### src/common/spi_cfg_pkg.sv
// Shared constants and types for the serial port config/status block
package spi_cfg_pkg;
  typedef logic [31:0] word_t;
  typedef logic [7:0] byte_t;
  typedef logic [7:0] addr_t;
  typedef logic [3:0] be_t;
  typedef logic [1:0] resp_t;
  typedef logic [4:0] half_t;
  typedef logic [2:0] bitcnt_t;
  // --------------------------------------------------------------
  // Register map
  // --------------------------------------------------------------
  localparam addr_t CTRL_OFS = 8'h80;
  localparam addr_t CFG_OFS = 8'h84;
  localparam addr_t DATA_OFS = 8'h88;
  localparam int BUSY_BIT = 7;
  localparam int MASTER_ENABLE_BIT = 6;
  localparam int CPHA_BIT = 5;
  localparam int CPOL_BIT = 4;
  localparam int SEL_BIT = 3;
  localparam int RAW_BIT = 2;
  localparam int SHIFT_EMPTY_BIT = 1;
  localparam int RECEIVE_EMPTY_BIT = 0;
  localparam byte_t CFG_RESET = 8'h07;
  localparam byte_t DIV_RESET = 8'h04;
  localparam resp_t RESP_OKAY = 2'h0;
  localparam resp_t RESP_SLVERR = 2'h2;
  // --------------------------------------------------------------
  // Pins and timing
  // --------------------------------------------------------------
  localparam int N_PINS = 4;
  localparam int PIN_SCK = 0;
  localparam int PIN_MOSI = 1;
  localparam int PIN_MISO = 2;
  localparam int PIN_SS = 3;
  localparam logic [3:0] PIN_RESET = 4'h8;
  localparam bitcnt_t DEGLITCH_CYC = 3'h4;
  localparam bitcnt_t BIT_LAST = 3'h7;
  localparam half_t HALF_LAST_PH0 = 5'h0F;
  localparam half_t HALF_LAST_PH1 = 5'h10;
  typedef enum logic [0:0] {M_IDLE = 1'b0, M_RUN = 1'b1} mstate_t;
endpackage

### src/common/pin_if.sv
// Pin levels between the top module and its input synchroniser
`timescale 1ns/1ps
`default_nettype none
interface pin_if;
  import spi_cfg_pkg::*;
  logic [N_PINS-1:0] pins;
  logic [N_PINS-1:0] raw;
  logic [N_PINS-1:0] lvl;
  modport src(input pins, output raw, output lvl);
  modport dst(output pins, input raw, input lvl);
endinterface
`default_nettype wire

### src/design/spi_cfg_status.sv
// Serial port with config/status register on an Avalon-MM slave
// What this block does
// Busy bit is high while a transfer runs, master or slave.
// Master enable 0 makes the port a slave, 1 a master.
// Clock phase 0 centres data on first edge, 1 on second edge.
// Clock polarity 0 idles the clock low, 1 idles it high.
// Selected flag is the inverse of the deglitched select pin.
// Raw select bit returns the undeglitched pin level at read time.
// In slave mode shift-empty sets once shifter and transmit buffer hold nothing.
// Shift-empty clears on load or clock edge, reads 1 in master mode.
// In slave mode receive-empty is 0 while unread data is held.
// In master mode receive-empty always reads 1.
// Slave samples master-out data at the centre of each bit.
// Master samples slave-out data just before each bit ends.
// Status bits are read-only, reset to 0,0,1,1,1.
// Writes change only master enable, phase and polarity.
`timescale 1ns/1ps
`default_nettype none
module spi_cfg_status (
  input wire logic CLK_I,
  input wire logic SRST_I,
  input wire spi_cfg_pkg::addr_t AVS_ADDRESS_I,
  input wire logic AVS_READ_I,
  input wire logic AVS_WRITE_I,
  input wire spi_cfg_pkg::word_t AVS_WRITEDATA_I,
  input wire spi_cfg_pkg::be_t AVS_BYTEENABLE_I,
  output spi_cfg_pkg::word_t AVS_READDATA_O,
  output logic AVS_WAITREQUEST_O,
  output spi_cfg_pkg::resp_t AVS_RESPONSE_O,
  input wire logic SCK_I,
  output logic SCK_O,
  output logic SCK_OE_O,
  input wire logic MOSI_I,
  output logic MOSI_O,
  output logic MOSI_OE_O,
  input wire logic MISO_I,
  output logic MISO_O,
  output logic MISO_OE_O,
  input wire logic SS_N_I
);
  import spi_cfg_pkg::*;

  // --------------------------------------------------------------
  // Declarations
  // --------------------------------------------------------------
  logic wait_r;
  word_t rdata_r;
  resp_t resp_r;
  logic master_en_r, cpha_r, cpol_r;
  byte_t div_r;
  byte_t tx_buf_r, rx_buf_r, sr_r;
  logic tx_full_r, rx_full_r, sr_full_r, shift_empty_r;
  logic ss_filt_r;
  bitcnt_t ss_cnt_r, bit_cnt_r;
  logic sck_prev_r;
  mstate_t mstate_r;
  byte_t div_cnt_r;
  half_t half_r;
  logic sck_r, sck_oe_r, mosi_r, mosi_oe_r, miso_r, miso_oe_r;
  logic req, accept, take, hit, be0;
  logic cfg_hit, ctrl_hit, data_hit;
  logic sck_lvl, mosi_lvl, miso_lvl, raw_ss, selected;
  logic sck_edge, lead, sample_edge;
  logic slave_act, s_sample, s_done, s_load;
  logic m_run, m_tick, m_end_bit, m_last, m_start;
  logic din, rx_pulse, tx_take, busy;
  byte_t cfg_rd, rx_byte;
  word_t rd_val;

  // --------------------------------------------------------------
  // Pin synchroniser
  // --------------------------------------------------------------
  pin_if pif();
  assign pif.pins = {SS_N_I, MISO_I, MOSI_I, SCK_I};
  pin_sync u_sync (
    .clk_i(CLK_I),
    .srst_i(SRST_I),
    .p(pif)
  );
  assign sck_lvl = pif.lvl[PIN_SCK];
  assign mosi_lvl = pif.lvl[PIN_MOSI];
  assign miso_lvl = pif.lvl[PIN_MISO];
  assign raw_ss = pif.raw[PIN_SS];

  // Select must hold a new level for several cycles before it counts
  always_ff @(posedge CLK_I) begin
    if (SRST_I) begin
      ss_filt_r <= 1'b1;
      ss_cnt_r <= '0;
    end else if (pif.lvl[PIN_SS] == ss_filt_r) begin
      ss_cnt_r <= '0;
    end else if (ss_cnt_r == DEGLITCH_CYC) begin
      ss_filt_r <= pif.lvl[PIN_SS];
      ss_cnt_r <= '0;
    end else begin
      ss_cnt_r <= ss_cnt_r + 3'h1;
    end
  end
  assign selected = ~ss_filt_r;

  // --------------------------------------------------------------
  // Bus slave
  // --------------------------------------------------------------
  assign req = AVS_READ_I | AVS_WRITE_I;
  assign accept = req & wait_r;
  assign take = req & ~wait_r;
  assign cfg_hit = (AVS_ADDRESS_I == CFG_OFS);
  assign ctrl_hit = (AVS_ADDRESS_I == CTRL_OFS);
  assign data_hit = (AVS_ADDRESS_I == DATA_OFS);
  assign hit = cfg_hit | ctrl_hit | data_hit;
  assign be0 = AVS_BYTEENABLE_I[0];

  assign cfg_rd = {busy, master_en_r, cpha_r, cpol_r, selected, raw_ss,
                   master_en_r | shift_empty_r, master_en_r | ~rx_full_r};

  always_comb begin
    rd_val = '0;
    if (cfg_hit) begin
      rd_val = word_t'(cfg_rd);
    end else if (ctrl_hit) begin
      rd_val = word_t'(div_r);
    end else if (data_hit) begin
      rd_val = word_t'(rx_buf_r);
    end
  end

  // One wait cycle per access; read data is caught on the first edge
  always_ff @(posedge CLK_I) begin
    if (SRST_I) begin
      wait_r <= 1'b1;
      rdata_r <= '0;
      resp_r <= RESP_OKAY;
    end else if (accept) begin
      wait_r <= 1'b0;
      rdata_r <= AVS_READ_I ? rd_val : '0;
      resp_r <= hit ? RESP_OKAY : RESP_SLVERR;
    end else begin
      wait_r <= 1'b1;
    end
  end
  assign AVS_WAITREQUEST_O = wait_r;
  assign AVS_READDATA_O = rdata_r;
  assign AVS_RESPONSE_O = resp_r;

  // Status bits have no write path at all
  always_ff @(posedge CLK_I) begin
    if (SRST_I) begin
      master_en_r <= CFG_RESET[MASTER_ENABLE_BIT];
      cpha_r <= CFG_RESET[CPHA_BIT];
      cpol_r <= CFG_RESET[CPOL_BIT];
    end else if (take & AVS_WRITE_I & cfg_hit & be0) begin
      master_en_r <= AVS_WRITEDATA_I[MASTER_ENABLE_BIT];
      cpha_r <= AVS_WRITEDATA_I[CPHA_BIT];
      cpol_r <= AVS_WRITEDATA_I[CPOL_BIT];
    end
  end

  always_ff @(posedge CLK_I) begin
    if (SRST_I) begin
      div_r <= DIV_RESET;
    end else if (take & AVS_WRITE_I & ctrl_hit & be0) begin
      div_r <= AVS_WRITEDATA_I[7:0];
    end
  end

  // Writes while the buffer is full are dropped
  always_ff @(posedge CLK_I) begin
    if (SRST_I) begin
      tx_full_r <= 1'b0;
      tx_buf_r <= '0;
    end else if (tx_take) begin
      tx_full_r <= 1'b0;
    end else if (take & AVS_WRITE_I & data_hit & be0 & ~tx_full_r) begin
      tx_buf_r <= AVS_WRITEDATA_I[7:0];
      tx_full_r <= 1'b1;
    end
  end

  // A byte that lands on the read edge wins over the read clear
  always_ff @(posedge CLK_I) begin
    if (SRST_I) begin
      rx_full_r <= 1'b0;
      rx_buf_r <= '0;
    end else if (rx_pulse) begin
      rx_buf_r <= rx_byte;
      rx_full_r <= 1'b1;
    end else if (accept & AVS_READ_I & data_hit) begin
      rx_full_r <= 1'b0;
    end
  end

  // --------------------------------------------------------------
  // Serial engine
  // --------------------------------------------------------------
  always_ff @(posedge CLK_I) begin
    if (SRST_I) begin
      sck_prev_r <= 1'b0;
    end else begin
      sck_prev_r <= sck_lvl;
    end
  end
  assign sck_edge = sck_lvl ^ sck_prev_r;
  assign lead = sck_edge & (sck_lvl != cpol_r);
  assign sample_edge = sck_edge & (lead ^ cpha_r);
  assign slave_act = ~master_en_r & selected;
  assign s_sample = slave_act & sample_edge;
  assign s_done = s_sample & (bit_cnt_r == BIT_LAST);
  assign s_load = ~master_en_r & ~sr_full_r & tx_full_r & ~sck_edge &
                  (bit_cnt_r == '0);
  assign m_run = (mstate_r == M_RUN);
  assign m_tick = m_run & (div_cnt_r == '0);
  assign m_end_bit = m_tick & (cpha_r ? (~half_r[0] & (half_r != '0))
                                      : half_r[0]);
  assign m_last = m_tick & (half_r == (cpha_r ? HALF_LAST_PH1 : HALF_LAST_PH0));
  assign m_start = ~m_run & master_en_r & tx_full_r;
  assign tx_take = m_start | s_load;
  assign din = master_en_r ? miso_lvl : mosi_lvl;
  assign rx_byte = {sr_r[6:0], din};
  assign rx_pulse = s_done | m_last;
  assign busy = m_run | (slave_act & (bit_cnt_r != '0));

  // Master sequencer: half periods of div+1 system clocks
  always_ff @(posedge CLK_I) begin
    if (SRST_I) begin
      mstate_r <= M_IDLE;
      div_cnt_r <= '0;
      half_r <= '0;
    end else begin
      unique case (mstate_r)
        M_IDLE: begin
          if (m_start) begin
            mstate_r <= M_RUN;
            div_cnt_r <= div_r;
            half_r <= '0;
          end
        end
        M_RUN: begin
          if (!m_tick) begin
            div_cnt_r <= div_cnt_r - 8'h01;
          end else if (m_last) begin
            mstate_r <= M_IDLE;
          end else begin
            div_cnt_r <= div_r;
            half_r <= half_r + 5'h01;
          end
        end
      endcase
    end
  end

  // One shifter serves both modes; the mode bit picks the data pin
  always_ff @(posedge CLK_I) begin
    if (SRST_I) begin
      sr_r <= '0;
    end else if (tx_take) begin
      sr_r <= tx_buf_r;
    end else if (m_end_bit | s_sample) begin
      sr_r <= rx_byte;
    end
  end

  always_ff @(posedge CLK_I) begin
    if (SRST_I) begin
      bit_cnt_r <= '0;
      sr_full_r <= 1'b0;
    end else begin
      if (!slave_act) begin
        bit_cnt_r <= '0;
      end else if (s_sample) begin
        bit_cnt_r <= bit_cnt_r + 3'h1;
      end
      if (master_en_r) begin
        sr_full_r <= 1'b0;
      end else if (s_load) begin
        sr_full_r <= 1'b1;
      end else if (s_done) begin
        sr_full_r <= 1'b0;
      end
    end
  end

  // Idle with nothing loaded or pending reads back as empty
  always_ff @(posedge CLK_I) begin
    if (SRST_I) begin
      shift_empty_r <= CFG_RESET[SHIFT_EMPTY_BIT];
    end else if (master_en_r) begin
      shift_empty_r <= 1'b1;
    end else if (s_load | (slave_act & sck_edge)) begin
      shift_empty_r <= 1'b0;
    end else if ((bit_cnt_r == '0) & ~sr_full_r & ~tx_full_r) begin
      shift_empty_r <= 1'b1;
    end
  end

  // --------------------------------------------------------------
  // Pin drivers
  // --------------------------------------------------------------
  always_ff @(posedge CLK_I) begin
    if (SRST_I) begin
      sck_oe_r <= 1'b0;
      mosi_oe_r <= 1'b0;
      miso_oe_r <= 1'b0;
    end else begin
      sck_oe_r <= master_en_r;
      mosi_oe_r <= master_en_r;
      miso_oe_r <= slave_act;
    end
  end

  always_ff @(posedge CLK_I) begin
    if (SRST_I) begin
      sck_r <= CFG_RESET[CPOL_BIT];
    end else if (!m_run) begin
      sck_r <= cpol_r;
    end else if (m_tick & (half_r <= HALF_LAST_PH0)) begin
      sck_r <= ~sck_r;
    end
  end

  always_ff @(posedge CLK_I) begin
    if (SRST_I) begin
      mosi_r <= 1'b0;
    end else if (m_start & ~cpha_r) begin
      mosi_r <= tx_buf_r[7];
    end else if (m_tick & cpha_r & (half_r == '0)) begin
      mosi_r <= sr_r[7];
    end else if (m_end_bit & ~m_last) begin
      mosi_r <= sr_r[6];
    end
  end

  // Bit 7 stands from the load. Sync latency is near half a link period,
  // so the next bit goes out on the sample edge and lands by the far
  // side's next sample; waiting for the shift edge would come too late
  always_ff @(posedge CLK_I) begin
    if (SRST_I) begin
      miso_r <= 1'b0;
    end else if (s_load) begin
      miso_r <= tx_buf_r[7];
    end else if (s_sample) begin
      miso_r <= sr_r[6];
    end
  end

  assign SCK_O = sck_r;
  assign SCK_OE_O = sck_oe_r;
  assign MOSI_O = mosi_r;
  assign MOSI_OE_O = mosi_oe_r;
  assign MISO_O = miso_r;
  assign MISO_OE_O = miso_oe_r;

  // --------------------------------------------------------------
  // Checks
  // --------------------------------------------------------------
  a_busy_master:
  assert property (@(posedge CLK_I) disable iff (SRST_I)
    m_start |=> cfg_rd[BUSY_BIT] [*8])
    else $error("busy not held during master transfer");

  a_mode_drive:
  assert property (@(posedge CLK_I) disable iff (SRST_I)
    master_en_r |=> SCK_OE_O && MOSI_OE_O && !MISO_OE_O)
    else $error("master mode does not drive clock and data out");

  a_phase_first:
  assert property (@(posedge CLK_I) disable iff (SRST_I)
    (m_start && !cpha_r) |=> (MOSI_O == $past(tx_buf_r[7])))
    else $error("phase 0 first bit not presented at start");

  a_idle_level:
  assert property (@(posedge CLK_I) disable iff (SRST_I)
    (mstate_r == M_IDLE) |=> (SCK_O == $past(cpol_r)))
    else $error("idle clock level differs from polarity");

  a_sel_filter:
  assert property (@(posedge CLK_I) disable iff (SRST_I)
    (!pif.lvl[PIN_SS]) [*6] |=> cfg_rd[SEL_BIT])
    else $error("selected flag missing after steady low select");

  a_raw_read:
  assert property (@(posedge CLK_I) disable iff (SRST_I)
    (accept && AVS_READ_I && cfg_hit) |=>
      (AVS_READDATA_O[RAW_BIT] == $past(raw_ss)))
    else $error("raw select bit not the pin level at read");

  a_shift_empty_idle:
  assert property (@(posedge CLK_I) disable iff (SRST_I)
    (!master_en_r && bit_cnt_r == '0 && !sr_full_r && !tx_full_r &&
     !(slave_act && sck_edge)) |=> shift_empty_r)
    else $error("shift empty not set when idle");

  a_shift_empty_master:
  assert property (@(posedge CLK_I) disable iff (SRST_I)
    (master_en_r && $past(master_en_r)) |-> cfg_rd[SHIFT_EMPTY_BIT] && shift_empty_r)
    else $error("shift empty low in master mode");

  a_rx_slave:
  assert property (@(posedge CLK_I) disable iff (SRST_I)
    (rx_pulse && !master_en_r && !(take && cfg_hit && AVS_WRITE_I))
      |=> !cfg_rd[RECEIVE_EMPTY_BIT])
    else $error("receive empty not cleared by new byte");

  a_rx_master:
  assert property (@(posedge CLK_I) disable iff (SRST_I)
    master_en_r |-> cfg_rd[RECEIVE_EMPTY_BIT])
    else $error("receive empty low in master mode");

  a_reset_vals:
  assert property (@(posedge CLK_I)
    $past(SRST_I) |-> (cfg_rd == CFG_RESET))
    else $error("config status value wrong after reset");

  a_write_cfg:
  assert property (@(posedge CLK_I) disable iff (SRST_I)
    (take && AVS_WRITE_I && cfg_hit && be0) |=>
      ({master_en_r, cpha_r, cpol_r} == $past(AVS_WRITEDATA_I[6:4])))
    else $error("config write not stored");

  a_bus_wait: // one wait cycle per access
  assert property (@(posedge CLK_I) disable iff (SRST_I)
    accept |=> !AVS_WAITREQUEST_O ##1 AVS_WAITREQUEST_O)
    else $error("wait request not one cycle");
endmodule // spi_cfg_status
`default_nettype wire

### src/design/pin_sync.sv
// Three-stage synchroniser with agreement filter for each serial pin
`timescale 1ns/1ps
`default_nettype none
module pin_sync (
  input wire logic clk_i,
  input wire logic srst_i,
  pin_if.src p
);
  import spi_cfg_pkg::*;
  logic [N_PINS-1:0] s1_r;
  logic [N_PINS-1:0] s2_r;
  logic [N_PINS-1:0] s3_r;
  logic [N_PINS-1:0] lvl_r;
  genvar i;
  generate
    for (i = 0; i < N_PINS; i++) begin : g_pin
      always_ff @(posedge clk_i) begin
        if (srst_i) begin
          s1_r[i] <= PIN_RESET[i];
          s2_r[i] <= PIN_RESET[i];
          s3_r[i] <= PIN_RESET[i];
          lvl_r[i] <= PIN_RESET[i];
        end else begin
          s1_r[i] <= p.pins[i];
          s2_r[i] <= s1_r[i];
          s3_r[i] <= s2_r[i];
          // Change counts only once stages two and three agree
          if (s2_r[i] == s3_r[i]) begin
            lvl_r[i] <= s3_r[i];
          end
        end
      end
    end
  endgenerate
  assign p.raw = s2_r;
  assign p.lvl = lvl_r;
endmodule // pin_sync
`default_nettype wire

### config.mk
export PLATFORM = sky130hd
export DESIGN_NAME = spi_cfg_status
export DESIGN_NICKNAME = d
export VERILOG_FILES = /design/src/common/spi_cfg_pkg.sv /design/src/common/pin_if.sv /design/src/design/spi_cfg_status.sv /design/src/design/pin_sync.sv
export SDC_FILE = /design/constraint.sdc
export NUM_CORES = 1
export LEC_CHECK = 0
export BUFFER_PORTS_ARGS = -buffer_cell sky130_fd_sc_hd__buf_4
export CAP_MARGIN = 20
export CORE_AREA = 2 2 136 138
export DETAILED_ROUTE_END_ITERATION = 10
export DIE_AREA = 0 0 138 140
export SYNTH_ARGS = -nofsm -noshare
export SYNTH_HDL_FRONTEND = slang
export SYNTH_SLANG_ARGS = --single-unit
### constraint.sdc
create_clock -name CLK_I -period 2.1 [get_ports CLK_I]
set_clock_uncertainty 0.1 [all_clocks]
set_input_delay 0.315 -clock CLK_I [delete_from_list [all_inputs] [get_ports CLK_I]]
set_output_delay 0.315 -clock CLK_I [all_outputs]
set_load 0.02 [all_outputs]
==> results of run 1 <==
-- layer usage --
metal	vias to the layer above	GRT usage (%)	share of wire, %
li1	1850	-	-
met1	1740	14.6	47
met2	78	18.1	46
met3	13	2.94	5.0
met4	0	3.28	1.2
met5	-	0	0
-- how the worst max path moves through the flow --
stage	startpoint	end	slack (ns)	depth (start not counted)
after global routing	half_r[1]	div_cnt_r[6]	-0.05	8
final	half_r[1]	div_cnt_r[6]	0.04	8
after CTS	half_r[0]	div_cnt_r[0]	0.002	7
after global placement	half_r[0]	sr_r[6]	0.01	8
after floorplan	half_r[0]	sr_r[1]	0.008	7
after detailed placement	half_r[0]	sr_r[3]	-0.02	8
-- worst max-delay path: stages (launching register included) --
cell      delay, ns
dfxtp_2        0.32
buf_6          0.12
or4_4          0.54
o22ai_4        0.21
buf_6          0.15
a31o_4         0.19
buf_12         0.13
o21bai_1       0.10
a21oi_1        0.08
-- what timing repair did --
action	CTS	global route
gates cloned	1	2
endpoints found under the setup margin	7	29
buffers inserted	0	2
gates resized for setup	3	29
pin swaps	0	12
-- through the flow --
step	hold WS, ns	cells	setup TNS (ns)	setup WS, ns
2_1_floorplan	0.289	529	0	0.00785
4_1_cts	0.0364	808	0	0.00196
3_3_place_gp	0.297	791	0	0.0131
3_5_place_dp	0.300	791	-0.0819	-0.0186
6_report	0.0475	812	0	0.0382
5_1_grt	0.0424	812	-0.230	-0.0535
-- Yosys cell counts (9+ instances only) --
cell type | instances | area, um^2
ha_1 | 10 | 125
nand2_1 | 43 | 161
nand3_1 | 14 | 70.1
clkbuf_1 | 16 | 60.1
inv_1 | 14 | 52.6
mux2i_1 | 33 | 330
nand2b_1 | 9 | 56.3
and3_1 | 9 | 56.3
dfxtp_1 | 92 | 1840
a211oi_1 | 9 | 67.6
a21oi_1 | 37 | 185
nor2_1 | 60 | 225
o21ai_0 | 19 | 95.1
buf_4 | 27 | 203
nor2b_1 | 16 | 100
-- final cells by class --
type	instances	share of cell area, %
Clock inverter	7	1.07
Multi-Input combinational cell	371	42.9
Timing Repair Buffer	90	13.0
Inverter	14	0.940
Clock buffer	9	4.03
Tap cell	229	5.13
Sequential cell	92	33.0
-- flip-flops by register name, summed over array words and instances, names as in the netlist, 3 cells and up --
name            cells
AVS_READDATA_O      8
u_sync.s1_r         4
tx_buf_r            8
ss_cnt_r            3
sr_r                8
div_r               8
u_sync.p.raw        4
u_sync.s3_r         4
rx_buf_r            8
div_cnt_r           8
half_r              5
u_sync.p.lvl        4
bit_cnt_r           3
-- cell families (layout without fill, tap and decap cells) --
kind of cell | Yosys count | count (layout) | synth area share [%]
simple gates | 193 | 193 | 22.5
compound gates | 102 | 103 | 15.4
flops | 92 | 92 | 41.9
buf+inv | 67 | 120 | 8.36
mux | 35 | 35 | 8.02
fa+ha+maj | 10 | 10 | 2.84
xor+xnor | 5 | 5 | 0.995
other cells | 1 | 25 | 0.0852
-- power groups by stage --
stage	registers [uW]	clock network, uW	logic (uW)
detailed placement	1800	0	183
global placement	1800	0	182
CTS	1760	1600	184
global route	1760	1680	200
floorplan	1810	0	136
finish	1760	1560	183
-- cells in the final DEF, fill, tap and decap left out, drive strengths merged, types with 3 or more instances in the layout --
| cell type | netlist | routed |
|---|---|---|
| clkbuf | 16 | 10 |
| inv | 14 | 17 |
| or2 | 7 | 7 |
| a211oi | 9 | 9 |
| a211o | 3 | 3 |
| dfxtp | 92 | 92 |
| a311oi | 3 | 3 |
| nor2 | 60 | 60 |
| o211ai | 5 | 5 |
| nand3 | 15 | 15 |
| nand3b | 4 | 4 |
| nor3 | 7 | 7 |
| buf | 37 | 89 |
| and2 | 3 | 3 |
| nand2b | 9 | 9 |
| a21oi | 37 | 37 |
| conb | 1 | 25 |
| nor4b | 4 | 4 |
| a21o | 5 | 5 |
| nor2b | 16 | 16 |
| nand2 | 44 | 44 |
| o21ai | 20 | 20 |
| and3 | 9 | 9 |
| xnor2 | 3 | 3 |
| nand4 | 4 | 4 |
| ha | 10 | 10 |
| mux2i | 33 | 33 |
==> reports/results.txt, run 1 <==
status - complete, no violations
DR vias - 3,681
FF/Latch Area - 0.00184 mm^2
clock group share of total power - 44.5%
initial antenna violation count - 0
CTS Buf Count - 9
vias per cell - 4.53
DRT iter0 DRCs - 212
worst reg2reg path startpoint - half_r[1]
sequential share of power - 50.2%
die height - 140 um
clock sink total - 92
max-cap violations - 0
Static Leak - 0.00233 uW
WS Path Type - reg -> reg
Starting Density - 24.8%
DP Area - 0.00512 mm^2
synth warn - 0
Mean Syn Cell Area - 8.71 um^2
CTS max path bufs - 2
WP data arrival - 2.18 ns
internal power component - 2640 uW
reg2reg path depth - 8
CTS clk-pin slew, worst paths - 0.07 ns
Core Area - 0.0178 mm^2
Max VDD drop - 0.455 mV
final instance area - 0.00559 mm^2
Final setup viols - 0
Die X - 138 um
fmax - 0.485 GHz
# fillers - 1,879
final worst path period share - 98.2%
post-layout min period - 2.06 ns
max_slew headroom - 64.6%
Slew Viols, Final - 0
total track usage - 11.1%
sequential share of the synthesized area - 41.9%
final global-route overflow total - 0
combinational power share - 5.2%
CP Capture Type - flop
RSZ-0062 raised after global routing - true
Ports - 93
main flop type after synthesis - dfxtp_1
clk_lat worst skew - 0.35 ns
Power per Cell Area - 628 mW/mm^2
Post-route DRC - 0
Hold Vio Cnt, Final - 0
final core occ - 31.4%
# diodes - 0
multi-input gate area in the final layout - 0.00239 mm^2
worst slew pin tran - 0.531 ns
Worst Hold Class - in -> reg
Reg2Reg Setup Slack - 0.04 ns
Yosys reg bits - 92
Post-CTS Hold Fix Bufs - 0
Overall Power - 3510 uW
Die ar. - 0.0193 mm^2
DP HPWL - 7.67 mm
vias in the first global route - 3,438
Switching Fraction - 24.6%
CTS Root Cell - clkbuf_16
I/O Buffers - 40
global-route wire length before repair - 17.4 mm
Req. time, crit path - 2.22 ns
hold path depth - 2
Worst Path Max Fanout - 7
routability cong. - 0.793
r2r endpoint - div_cnt_r[6]
Hold EP - u_sync.s1_r[3]
CTS tree - done
number of synthesized flops with an enable pin - 0
drt first pass iters - 4
H-tree depth - 3
synth unique cells - 61
min-delay src - SS_N_I
WL/cell - 13.4 um
final wirelength - 10.8 mm
Rows - 49
Area growth, synth to finish - 27.0%
Final nets - 640
Syn Inst Count - 505
post-synthesis cell area - 0.00440 mm^2
Switching Power - 865 uW
Routed Antenna Nets - 0
asr flop ratio synth - 0%
critical path startpoint category - flop
fraction of layout cells with a size suffix above 1 - 24.2%
largest net degree at the start of global routing - 43
Note: power is estimated with default switching activity, not from simulation.
==> run 2, diff against run 1 <==
SYNTH_HIERARCHICAL = 1   (was unset)
==> run 2 against run 1 <==
Register-to-register slack about the same. Global-route usage decreased by 0.68 points. Sequential cell count is the same. Synthesized cell count decreased by 2.4%. Worst setup slack got worse by 0.0087 ns. Final cell count fell by 2.1%. First-iteration DRC count down 4.7%. Clock-buffer cell count is 2 higher. Power is 4.7% higher. Sequential power barely moved. Highest routed layer unchanged.
==> reports/results.txt, run 2 <==
H-tree depth - 3 (unchanged)
Die ar. - 0.0193 mm^2 (unchanged)
Post-CTS Hold Fix Bufs - 0 (unchanged)
Die X - 138 um (unchanged)
Worst Path Max Fanout - 7 (unchanged)
Mean Syn Cell Area - 8.92 um^2 (+2.3%)
die height - 140 um (unchanged)
status - complete, no violations
post-synthesis compound-gate area fraction - 14.7% (-0.69 points)
critical path startpoint category - flop
drt first pass iters - 4 (unchanged)
commonest non-fill, non-tap cell in the layout - dfxtp_1
Reg2Reg Setup Slack - 0.03 ns (about the same)
largest net degree at the start of global routing - 56 (+30%)
# diodes - 0 (unchanged)
WL/cell - 12.9 um (-3.4%)
post-synthesis cell area - 0.00440 mm^2 (-0.11%)
Area contributors post-synth - dfxtp_1 42%, mux2i_1 9.3%, nor2_1 5.4%
final global-route overflow total - 0 (unchanged)
number of synthesized flops with an enable pin - 0 (unchanged)
Synth top area share - 41.9% (+0.048 points)
fmax - 0.483 GHz (-0.42%)
total track usage - 10.5% (-0.68 points)
CTS Buf Count - 9 (unchanged)
Switching Fraction - 21.9% (-2.7 points)
internal power component - 2870 uW (+8.5%)
WS Path Type - reg -> reg
Syn Inst Count - 493 (-2.4%)
DRT iter0 DRCs - 202 (-4.7%)
# fillers - 1,876 (-0.16%)
DP HPWL - 7.35 mm (-4.2%)
Routed Antenna Nets - 0 (unchanged)
adder-cell share of the synthesized area - 2.85% (+0.0032 points)
synth warn - 6 (+6)
Hold Vio Cnt, Final - 0 (unchanged)
main flop type after synthesis - dfxtp_1
Worst Hold Class - in -> reg
CTS max path bufs - 2 (unchanged)
Post-Synth Simple-Gate Area - 21.4% (-1.1 points)
post-layout min period - 2.07 ns (+0.00875 ns)
Final nets - 623 (-2.7%)
final wirelength - 10.3 mm (-5.4%)
Final setup viols - 0 (unchanged)
Post-synth top cells - 92 x dfxtp_1, 63 x nor2_1, 41 x mux2i_1
Area growth, synth to finish - 25.3%
routability cong. - 0.784 (-1.2%)
CTS tree - done
sequential share of the synthesized area - 41.9% (+0.048 points)
Ports - 93 (unchanged)
initial antenna violation count - 0 (unchanged)
Core Area - 0.0178 mm^2 (unchanged)
Power per Cell Area - 667 mW/mm^2 (+6.2%)
clock sink total - 92 (unchanged)
fraction of layout cells with a size suffix above 1 - 21.7% (-2.5 points)
Overall Power - 3680 uW (+4.7%)
I/O Buffers - 40 (unchanged)
largest family of logic cells by synthesized area - simple AND/OR/NAND/NOR gates
DR vias - 3,535 (-4.0%)
Starting Density - 24.7% (-0.028 points)
clk_lat worst skew - 0.34 ns (about the same)
Slew Viols, Final - 0 (unchanged)
RSZ-0062 raised after global routing - true
Max VDD drop - 0.369 mV (-19%)
placed instance count - 772 (-2.4%)
final worst path period share - 98.6% (+0.42 points)
vias in the first global route - 3,193 (-7.1%)
max-cap violations - 0 (unchanged)
CTS clk-pin slew, worst paths - 0.06 ns (about the same)
WP data arrival - 2.18 ns (about the same)
XOR/XNOR Fraction of Synth Area - 0.797% (-0.20 points)
asr flop ratio synth - 0% (unchanged)
combinational power share - 4.7% (-0.5 points)
CP Capture Type - flop
Yosys top cell by area - dfxtp_1
commonest non-fill, non-tap cells in the layout - 90 x dfxtp_1, 81 x buf_4, 61 x nor2_1, 41 x mux2i_1, 33 x nand2_1
vias per cell - 4.45 (-1.9%)
global-route wire length before repair - 16.7 mm (-4.4%)
mux contribution to synthesized area - 10.1% (+2.1 points)
Static Leak - 0.00231 uW (-0.85%)
sequential share of power - 48.0% (-2.2 points)
Post-route DRC - 0 (unchanged)
clock group share of total power - 47.4% (+2.9 points)
Rows - 49 (unchanged)
Yosys reg bits - 92 (unchanged)
synth unique cells - 67 (+9.8%)
CTS Root Cell - clkbuf_16
most numerous cell in the Yosys netlist - dfxtp_1
Layout Cells excl Fill - 795 (-2.1%)
Switching Power - 806 uW (-6.8%)
Req. time, crit path - 2.21 ns (about the same)
[run 2: power by group through the flow]
| stage | combinational (uW) | sequential (uW) | clock [uW] |
|---|---|---|---|
| 6_report | 172 | 1760 | 1740 |
| 5_1_grt | 188 | 1760 | 1860 |
| 4_1_cts | 173 | 1760 | 1790 |
| 3_5_place_dp | 173 | 1800 | 0 |
| 3_3_place_gp | 173 | 1800 | 0 |
| 2_1_floorplan | 133 | 1810 | 0 |
[run 2: final timing paths]
check	from	endpoint	cells after the start
max	div_cnt_r[0]	div_cnt_r[3]	8
min	SS_N_I	u_sync/s1_r[3]	2
max reg2reg	div_cnt_r[0]	div_cnt_r[3]	8
min reg2reg	u_sync/s1_r[3]	u_sync/p.raw[3]	1
[run 2: critical path, stage by stage, from the launching register on]
cell and delay [ns]:
dfxtp_2 0.32, inv_2 0.07, ha_4 0.15, or4b_4 0.48
o41ai_4 0.29, buf_6 0.18, mux2i_1 0.17, or2_0 0.12
a21oi_1 0.06
[run 2: cell families (layout without fill, tap and decap cells)]
| group | after synthesis | in the layout |
|---|---|---|
| fa+ha+maj | 10 | 10 |
| other cells | 1 | 25 |
| compound gates | 94 | 94 |
| flops | 92 | 92 |
| mux | 44 | 44 |
| buf+inv | 67 | 116 |
| simple gates | 181 | 181 |
| xor+xnor | 4 | 4 |
[run 2: per-layer routing]
| metal | GRT usage (%) | vias up | part of all wire [%] |
|---|---|---|---|
| li1 | - | 1806 | - |
| met1 | 14.8 | 1651 | 49 |
| met2 | 16.2 | 76 | 46 |
| met3 | 2.53 | 2 | 4.2 |
| met4 | 2.26 | 0 | 0.28 |
| met5 | 0 | - | 0 |
[run 2: final cells by class]
cell class              instances  area [um^2]  share of cell area [%]
well taps                     229          287                    5.20
multi-input cells             358         2330                    42.4
clock inverters                 5         85.1                    1.54
repair buffers                 85          671                    12.2
clock buffers                  11          233                    4.22
inverters                      15         56.3                    1.02
flip-flops and latches         92         1840                    33.5
[run 2: timing repair]
item,CTS,global route
pin swaps,0,1
gates resized for setup,4,15
setup endpoints to repair,1,20
setup buffers,0,6
gates cloned,0,1
[run 2: through the flow]
stage	worst slack, ns	util [%]	hold slack, ns	cell area, um^2	setup TNS (ns)
3_3_place_gp	0.00635	28.6	0.287	5080	0
6_report	0.0294	31.0	0.0566	5510	0
2_1_floorplan	0.0209	-	0.283	4490	0
3_5_place_dp	-0.0234	28.6	0.296	5080	-0.0280
5_1_grt	-0.0732	31.0	0.0536	5510	-0.0900
4_1_cts	0.0211	30.4	0.0399	5410	0
